**config.mk**
```make
export PLATFORM = sky130hd
export DESIGN_NAME = rma_rom_module
export DESIGN_NICKNAME = d
export VERILOG_FILES = /design/src/hdl/rma_pkg.sv /design/src/hdl/rma_rom_mem.sv /design/src/hdl/rma_rom_module.sv
export VERILOG_INCLUDE_DIRS = /design/src /design/src/hdl
export SDC_FILE = /design/constraint.sdc
export NUM_CORES = 1
export LEC_CHECK = 0
export ABC_AREA = 1
export BUFFER_PORTS_ARGS = -buffer_cell sky130_fd_sc_hd__buf_2
export CORE_ASPECT_RATIO = 0.9
export CORE_MARGIN = 1.5
export CORE_UTILIZATION = 40
export CTS_CLUSTER_SIZE = 25
export DETAILED_ROUTE_END_ITERATION = 12
export PLACE_DENSITY_LB_ADDON = 0.15
export SETUP_SLACK_MARGIN = 0.05
export SLEW_MARGIN = 40
export SYNTH_ARGS = -nofsm -noshare
export SYNTH_HDL_FRONTEND = slang
export SYNTH_SLANG_ARGS = --single-unit
```
**constraint.sdc**
```tcl
create_clock -name mclk -period 2.1 [get_ports mclk]
set_input_delay 0.105 -clock mclk [delete_from_list [all_inputs] [get_ports mclk]]
set_output_delay 0.105 -clock mclk [all_outputs]
set_load 0.05 [all_outputs]
```
**src/hdl/rma_params.svh**
```systemverilog
// constants for the relocatable rom array interface
`ifndef RMA_PARAMS_SVH
`define RMA_PARAMS_SVH

// --------------------------------------------------------------------------
// geometry
// --------------------------------------------------------------------------
`define RMA_ADDR_W        24
`define RMA_ARRAY_AW      13
`define RMA_WORD_AW       12
`define RMA_ARRAY_WORDS   4096
`define RMA_REG_AW        5
`define RMA_REG_BLOCK     24'h7F_F820

// --------------------------------------------------------------------------
// register offsets inside the 32-byte block
// --------------------------------------------------------------------------
`define RMA_OFS_CONFIG    5'h00
`define RMA_OFS_SIGHI     5'h02
`define RMA_OFS_SIGLO     5'h06
`define RMA_OFS_BASEH     5'h04
`define RMA_OFS_BASEL     5'h08
`define RMA_OFS_BOOT0     5'h10
`define RMA_OFS_BOOT3     5'h16

// --------------------------------------------------------------------------
// config fields and reset values
// --------------------------------------------------------------------------
`define RMA_CFG_STOP      15
`define RMA_CFG_BOOT      14
`define RMA_CFG_LOCK      12
`define RMA_CFG_ASPC_HI   10
`define RMA_CFG_ASPC_LO   9
`define RMA_CFG_WAIT_HI   7
`define RMA_CFG_WAIT_LO   6
`define RMA_CFG_RESET     16'h0000
`define RMA_CFG_WMASK     16'hD6C0
`define RMA_BASE_RESET    24'hFF_0000
`define RMA_SIG_HI        8'h00
`define RMA_SIG_LO        16'h0000

// --------------------------------------------------------------------------
// timing: zero wait states gives a two-cycle byte or word access, three cycles for a long word
// --------------------------------------------------------------------------
`define RMA_MIN_CYCLES    2

`endif

```
**src/hdl/rma_pkg.sv**
```systemverilog
// types for the relocatable rom array interface
package rma_pkg;
    typedef enum logic [1:0] {
        RMA_IDLE,
        RMA_WAIT,
        RMA_DONE
    } rma_state_t;

    typedef enum logic [1:0] {
        RMA_SZ_BYTE,
        RMA_SZ_WORD,
        RMA_SZ_LONG
    } rma_size_t;
endpackage

```
**src/hdl/rma_rom_mem.sv**
```systemverilog
// mask-programmed word array with registered read data
`timescale 1ns/100ps
`include "rma_params.svh"
module rma_rom_mem #(
    parameter logic [15:0] FILL = 16'h0000
) (
    input  wire logic                     mclk,
    input  wire logic                     clkEn,
    input  wire logic [`RMA_WORD_AW-1:0]  rdAddr,
    output logic      [15:0]              rdData
);
    logic [15:0] romData_reg;

    // --------------------------------------------------------------------
    // contents: address pattern xor fill stands in for the mask image
    // --------------------------------------------------------------------
    always_ff @(posedge mclk) begin
        if (clkEn) begin
            romData_reg <= {4'h0, rdAddr} ^ FILL;
        end
    end

    assign rdData = romData_reg;
endmodule // rma_rom_mem

```
**src/hdl/rma_rom_module.sv**
```systemverilog
// rom array interface: relocatable 8-Kbyte read-only array and control block
//
// Behaviour
// - 8-Kbyte read-only array placed on any 8-Kbyte aligned boundary
// - programmable wait states lengthen array accesses
// - zero wait states completes a byte or word access in two cycles, a long word in three; more waits, longer access
// - answer program fetches only, or program and data accesses
// - byte, word and long-word reads return correct array contents
// - optionally supply bootstrap words while reset is processed
// - config, base high/low, two signature registers, four bootstrap words
// - 32-byte block; unimplemented reads give zero, writes ignored
// - base loads mask default at reset; writable only while lock clear
// - decode assumes address bits 23..20 equal address bit 19
`timescale 1ns/100ps
`include "rma_params.svh"
module rma_rom_module #(
    parameter logic [`RMA_ADDR_W-1:0] BASE_DEFAULT = `RMA_BASE_RESET,
    parameter logic                   LOCK_MASKED  = 1'b0,
    parameter logic                   BOOT_DEFAULT = 1'b0,
    parameter logic [7:0]             SIG_HI       = `RMA_SIG_HI,   // arbitrary
    parameter logic [15:0]            SIG_LO       = `RMA_SIG_LO    // arbitrary
) (
    input  wire logic                     mclk,
    input  wire logic                     nrst,
    input  wire logic                     clkEn,
    input  wire logic                     busReq,
    input  wire logic [`RMA_ADDR_W-1:0]   busAddr,
    input  wire logic                     busWrite,
    input  wire logic                     busProgram,
    input  wire rma_pkg::rma_size_t       busSize,
    input  wire logic [15:0]              busWdata,
    input  wire logic                     resetFetch,
    input  wire logic [1:0]               resetIndex,
    output logic                          busAck,
    output logic                          busClaim,
    output logic      [31:0]              busRdata,
    output logic      [15:0]              bootWord,
    output logic                          bootValid,
    output logic      [`RMA_ADDR_W-1:0]   arrayBase,
    output logic      [15:0]              configOut
);
    // --------------------------------------------------------------------
    // state
    // --------------------------------------------------------------------
    typedef struct packed {
        rma_pkg::rma_state_t          st;
        logic [15:0]                  cfg;
        logic [`RMA_ADDR_W-1:0]       base;
        logic [1:0]                   waitCnt;
        logic                         isArray;
        logic                         second;
        logic [`RMA_ARRAY_AW-1:0]     offs;
        rma_pkg::rma_size_t           size;
        logic [15:0]                  hiWord;
        logic                         ack;
        logic                         claim;
        logic [31:0]                  rdata;
        logic [15:0]                  boot;
        logic                         bootV;
    } rma_regs_t;

    rma_regs_t r_reg;
    rma_regs_t r_next;

    logic [15:0]              memData;
    logic [`RMA_WORD_AW-1:0]  memAddr;
    logic [`RMA_ADDR_W-1:0]   effAddr;
    logic                     hitArray;
    logic                     hitRegs;
    logic                     typeOk;
    logic [15:0]              regRd;
    logic [4:0]               regOfs;
    logic [15:0]              bootTab [0:3];

    // register block address; only bits 19..5 are decoded
    localparam logic [`RMA_ADDR_W-1:0] REG_BLOCK = `RMA_REG_BLOCK;

    // --------------------------------------------------------------------
    // bootstrap word contents held in the mask
    // --------------------------------------------------------------------
    assign bootTab[0] = 16'h0000;
    assign bootTab[1] = 16'h0200;
    assign bootTab[2] = 16'h0000;
    assign bootTab[3] = 16'h0000;

    // --------------------------------------------------------------------
    // address decode
    // --------------------------------------------------------------------
    assign effAddr  = {{4{busAddr[19]}}, busAddr[19:0]};
    assign hitArray = effAddr[`RMA_ADDR_W-1:`RMA_ARRAY_AW]
                      == r_reg.base[`RMA_ADDR_W-1:`RMA_ARRAY_AW];
    assign hitRegs  = effAddr[19:`RMA_REG_AW]
                      == REG_BLOCK[19:`RMA_REG_AW];
    assign typeOk   = busProgram | r_reg.cfg[`RMA_CFG_ASPC_HI];
    assign regOfs   = effAddr[`RMA_REG_AW-1:0];
    // next offset feeds the array so its registered word is ready one edge later
    assign memAddr  = r_next.offs[`RMA_ARRAY_AW-1:1];

    // --------------------------------------------------------------------
    // register read mux; holes read zero
    // --------------------------------------------------------------------
    always_comb begin
        case ({regOfs[4:1], 1'b0})
            `RMA_OFS_CONFIG: regRd = r_reg.cfg;
            `RMA_OFS_SIGHI:  regRd = {8'h00, SIG_HI};
            `RMA_OFS_BASEH:  regRd = {8'h00, r_reg.base[23:16]};
            `RMA_OFS_SIGLO:  regRd = SIG_LO;
            `RMA_OFS_BASEL:  regRd = r_reg.base[15:0];
            5'h10:           regRd = bootTab[0];
            5'h12:           regRd = bootTab[1];
            5'h14:           regRd = bootTab[2];
            `RMA_OFS_BOOT3:  regRd = bootTab[3];
            default:         regRd = 16'h0000;
        endcase
    end

    // --------------------------------------------------------------------
    // next-state logic
    // --------------------------------------------------------------------
    always_comb begin
        r_next       = r_reg;
        r_next.ack   = 1'b0;
        r_next.claim = 1'b0;
        r_next.bootV = 1'b0;
        // bootstrap supply during reset processing
        if (resetFetch && r_reg.cfg[`RMA_CFG_BOOT]) begin
            r_next.boot  = bootTab[resetIndex];
            r_next.bootV = 1'b1;
        end
        case (r_reg.st)
            rma_pkg::RMA_IDLE: begin
                // no new access in the ack cycle: the master still holds its request
                if (busReq && hitRegs && !r_reg.ack) begin
                    r_next.claim = 1'b1;
                    r_next.ack   = 1'b1;
                    r_next.rdata = {16'h0000, busWrite ? 16'h0000 : regRd};
                    if (busWrite && regOfs[4:1] == 4'h0) begin
                        r_next.cfg = (busWdata & `RMA_CFG_WMASK)
                                     | (r_reg.cfg & ~`RMA_CFG_WMASK);
                        if (LOCK_MASKED) r_next.cfg[`RMA_CFG_LOCK] = 1'b1;
                    end
                    if (busWrite && !r_reg.cfg[`RMA_CFG_LOCK]) begin
                        if ({regOfs[4:1], 1'b0} == `RMA_OFS_BASEH) begin
                            r_next.base[23:16] = busWdata[7:0];
                        end
                        if ({regOfs[4:1], 1'b0} == `RMA_OFS_BASEL) begin
                            r_next.base[15:`RMA_ARRAY_AW] = busWdata[15:`RMA_ARRAY_AW];
                        end
                    end
                end else if (busReq && hitArray && typeOk && !r_reg.ack
                             && !r_reg.cfg[`RMA_CFG_STOP]) begin
                    r_next.claim   = 1'b1;
                    r_next.isArray = !busWrite;
                    r_next.offs    = effAddr[`RMA_ARRAY_AW-1:0];
                    r_next.size    = busSize;
                    r_next.second  = 1'b0;
                    r_next.waitCnt = r_reg.cfg[`RMA_CFG_WAIT_HI:`RMA_CFG_WAIT_LO];
                    r_next.st      = rma_pkg::RMA_WAIT;
                end
            end
            rma_pkg::RMA_WAIT: begin
                r_next.claim = 1'b1;
                if (r_reg.waitCnt != 2'd0) begin
                    r_next.waitCnt = r_reg.waitCnt - 2'd1;
                end else if (r_reg.size == rma_pkg::RMA_SZ_LONG && !r_reg.second) begin
                    r_next.hiWord  = memData;
                    r_next.second  = 1'b1;
                    r_next.offs    = r_reg.offs + `RMA_ARRAY_AW'(2);
                    r_next.waitCnt = r_reg.cfg[`RMA_CFG_WAIT_HI:`RMA_CFG_WAIT_LO];
                end else begin
                    r_next.st  = rma_pkg::RMA_IDLE;
                    r_next.ack = 1'b1;
                    if (!r_reg.isArray) begin
                        r_next.rdata = 32'h0000_0000;
                    end else begin
                        case (r_reg.size)
                            rma_pkg::RMA_SZ_BYTE:
                                r_next.rdata = {24'h00_0000, r_reg.offs[0]
                                                ? memData[7:0] : memData[15:8]};
                            rma_pkg::RMA_SZ_LONG:
                                r_next.rdata = {r_reg.hiWord, memData};
                            default:
                                r_next.rdata = {16'h0000, memData};
                        endcase
                    end
                end
            end
            default: r_next.st = rma_pkg::RMA_IDLE;
        endcase
    end

    // --------------------------------------------------------------------
    // state register; base and boot option take mask defaults
    // --------------------------------------------------------------------
    always_ff @(posedge mclk) begin
        if (!nrst) begin
            r_reg        <= '0;
            r_reg.st     <= rma_pkg::RMA_IDLE;
            r_reg.base   <= BASE_DEFAULT;
            r_reg.cfg    <= `RMA_CFG_RESET | (16'(BOOT_DEFAULT) << `RMA_CFG_BOOT)
                            | (16'(LOCK_MASKED) << `RMA_CFG_LOCK);
        end else if (clkEn) begin
            r_reg <= r_next;
        end
    end

    // --------------------------------------------------------------------
    // array storage
    // --------------------------------------------------------------------
    rma_rom_mem u_mem (
        .mclk   (mclk),
        .clkEn  (clkEn),
        .rdAddr (memAddr),
        .rdData (memData)
    );

    // outputs straight from flip-flops
    assign busAck    = r_reg.ack;
    assign busClaim  = r_reg.claim;
    assign busRdata  = r_reg.rdata;
    assign bootWord  = r_reg.boot;
    assign bootValid = r_reg.bootV;
    assign arrayBase = r_reg.base;
    assign configOut = r_reg.cfg;
endmodule // rma_rom_module

```
==> results.py <==
metrics = {
    "outcome": {
        "status": "finished, final reports clean",
    },
    "worst_setup_path": {
        "arrival_ns": 1.96,
        "max_stage_delay_ns": 0.41,
        "slowest_stage": "dfxtp_1",
        "path_max_fanout": 13,
        "critical_path_class": "flop to flop",
        "crit_chain": "inv_1, nand2_1, nand2_1, nor2_1, nand2_1, nor2_2, buf_4, nand4_1, nand3_1, nand2_1",
        "required_ns": 2.19,
        "endpoint_kind": "flop",
        "cp-start-kind": "flop",
        "cp_common_cell": "nand2_1",
    },
    "global_route": {
        "first_global_vias": 4339,
        "antenna_found_initial": 0,
        "grt_max_degree": 44,
        "overflow": 0,
        "grt_pass1_wl_um": 23000,
        "track_usage_pct": 20.8,
    },
    "synthesis": {
        "synth_async_sr_flop_share_pct": 0,
        "post_synth_instance_area_um2": 5320,
        "synth.avg_cell_area_um2": 6.96,
        "synth-seq-cells": 94,
        "ys_seq_area_share_pct": 37.7,
        "synth.yosys.warnings": 0,
        "synth_edf_count": 12,
        "synthFlopType": "dfxtp_1",
        "ys_types": 29,
        "synthCells": 764,
    },
    "floorplan": {
        "start_util_pct": 41.4,
        "ios": 142,
        "dieHeight_um": 112,
        "dieArea_um2": 14000,
        "die_w_um": 125,
        "core-area_um2": 12800,
        "row_count": 39,
    },
    "routing": {
        "dr.pass1.iters": 5,
        "viasPerCell": 4.94,
        "antenna_left": 0,
        "drcViolationCount": 0,
        "drt_iter0_markers": 374,
        "wl_um": 14500,
        "wl_per_cell_um": 14.7,
        "vias": 4864,
    },
    "timing": {
        "setup_tns_ns": 0,
        "min_period_ns": 1.87,
        "clock.fmax_ghz": 0.535,
        "rsz0062_at_grt": "false",
        "setup_violations": 0,
        "hold_viol_final": 0,
        "finClkSkew_ns": 0.00646,
        "finalMaxSlewViolations": 0,
        "finalCritPeriodShare_pct": 89.0,
        "slew-limit-headroom_pct": 64.2,
        "worst_slew_pin_slew_ns": 0.532,
    },
    "clock_tree": {
        "cts_tree": "yes",
        "clock_latency_ns": 0.35,
        "clk_pin_slew_ns": 0.07,
        "htreeDepth": 3,
        "cts.sinks": 94,
        "numCtsBuffers": 9,
        "clockBufferDepth": 2,
        "post-cts-setup-buffers": 0,
        "cts_root_buf": "clkbuf_16",
    },
    "worst_hold_path": {
        "hold_class": "input port to flop",
    },
    "placement": {
        "gp_congestion": 0.886,
        "portBuffers": 94,
        "dp_hpwl_um": 10900,
        "placed_cells": 960,
    },
    "pwr": {
        "p_leak_nw": 2.85,
        "vdd.ir_drop.worst_mv": 0.338,
        "finalPower_mw": 3.98,
        "power_density_nw_per_um2": 680,
    },
    "finish": {
        "insertedDiodeCount": 0,
        "largest_reg_flops": 32,
        "finalNetCount": 868,
        "layout-drive-gt1-share_pct": 17.3,
        "finalNonFillerCells": 985,
        "area_delta_synth_final_pct": 10.1,
    },
    "run": {
        "drv_cap": 0,
    },
}
==> Yosys cell counts, types with 2 or more instances <==
cell,instances,share of area [%]
nor2_1,79,5.6
inv_1,85,6.0
edfxtp_1,12,6.8
nand2_1,126,8.9
nor2_2,2,0.24
buf_6,3,0.64
buf_2,7,0.66
inv_2,5,0.35
nor3_1,12,1.1
o21ai_0,61,5.7
o22ai_1,4,0.47
buf_1,4,0.28
nand2_2,3,0.35
a31oi_1,21,2.5
dfxtp_1,82,31
buf_4,92,13
nand3_1,63,5.9
nand4_1,22,2.6
clkbuf_1,13,0.92
a21oi_1,56,5.3
nor3_2,4,0.75
==> metrics by stage <==
| step | area (um^2) | util (%) | hold WS [ns] | setup slack, ns |
|---|---|---|---|---|
| final | 5850 | 45.6 | 0.0279 | 0.230 |
| after global routing | 5850 | 45.6 | 0.0641 | 0.0838 |
| after CTS | 5840 | 45.5 | 0.0239 | 0.196 |
| after detailed placement | 5460 | 42.5 | 0.312 | 0.228 |
| after global placement | 5460 | 42.5 | 0.308 | 0.257 |
| after floorplan | 5470 | - | 0.195 | 0.301 |
==> area by class of cell <==
cell class,count,area [um^2]
clock buffer,10,229
clock inverter,6,66.3
fill,1376,6980
tap,164,205
sequential,94,2000
timing repair buffer,120,701
multi-input combinational,500,2310
inverter,91,345
==> cell usage in the layout, fill, tap and decap left out, types with 22 or more instances in the layout <==
cell type / Yosys / routed
nand4_1: 22 / 22
dfxtp_1: 82 / 82
nand2_1: 126 / 126
buf_2: 7 / 94
a21oi_1: 56 / 56
nor2_1: 79 / 79
nand3_1: 63 / 63
conb_1: 1 / 41
inv_1: 85 / 84
o21ai_0: 61 / 61
==> power by group <==
part	internal, mW	switching, mW	total, mW
registers	1.85	0.0222	1.88
clock network	0.931	0.739	1.67
logic	0.100	0.336	0.436
total	2.88	1.10	3.98
==> worst max-delay path, delay by kind of cell (launching register included) <==
kind	cells	cell delay, ns
flip-flops	1	0.41
buffers and inverters	2	0.32
AND/OR/NAND/NOR	8	0.88
==> what timing repair did <==
| action | in CTS | in global routing |
|---|---|---|
| hold buffers | 9 | 0 |
| endpoints found under the setup margin | 0 | 5 |
| endpoints found under the hold margin | 9 | 0 |
| resized for setup | 0 | 2 |
==> metal layers <==
layer | part of all wire (%) | global-route usage [%] | vias to the layer above
li1 | - | - | 2480
met1 | 50 | 30.8 | 2227
met2 | 43 | 30.8 | 146
met3 | 6.1 | 4.86 | 11
met4 | 0.89 | 4.67 | 0
met5 | 0 | 0 | -
==> path summary, 6_finish.rpt <==
kind                      start  cells past startpoint          endpoint  slack [ns]
setup / recovery  arrayBase[16]                     10  u_mem.rdData[10]        0.23
hold / removal     busWdata[12]                      3     configOut[12]        0.03
setup reg to reg  arrayBase[16]                     10  u_mem.rdData[10]        0.23
hold reg to reg       bootValid                      2         bootValid        0.47
==> cell families after synthesis <==
logic type	count (synthesis)	synth area share, %
adder cells (fa/ha/maj)	1	0.235
other	1	0.0706
buffers and inverters	210	21.9
flip-flops	94	37.7
AO/OA/AOI/OAI	143	14.1
AND/OR/NAND/NOR	315	26.1
(Power assumes the default switching activity.)
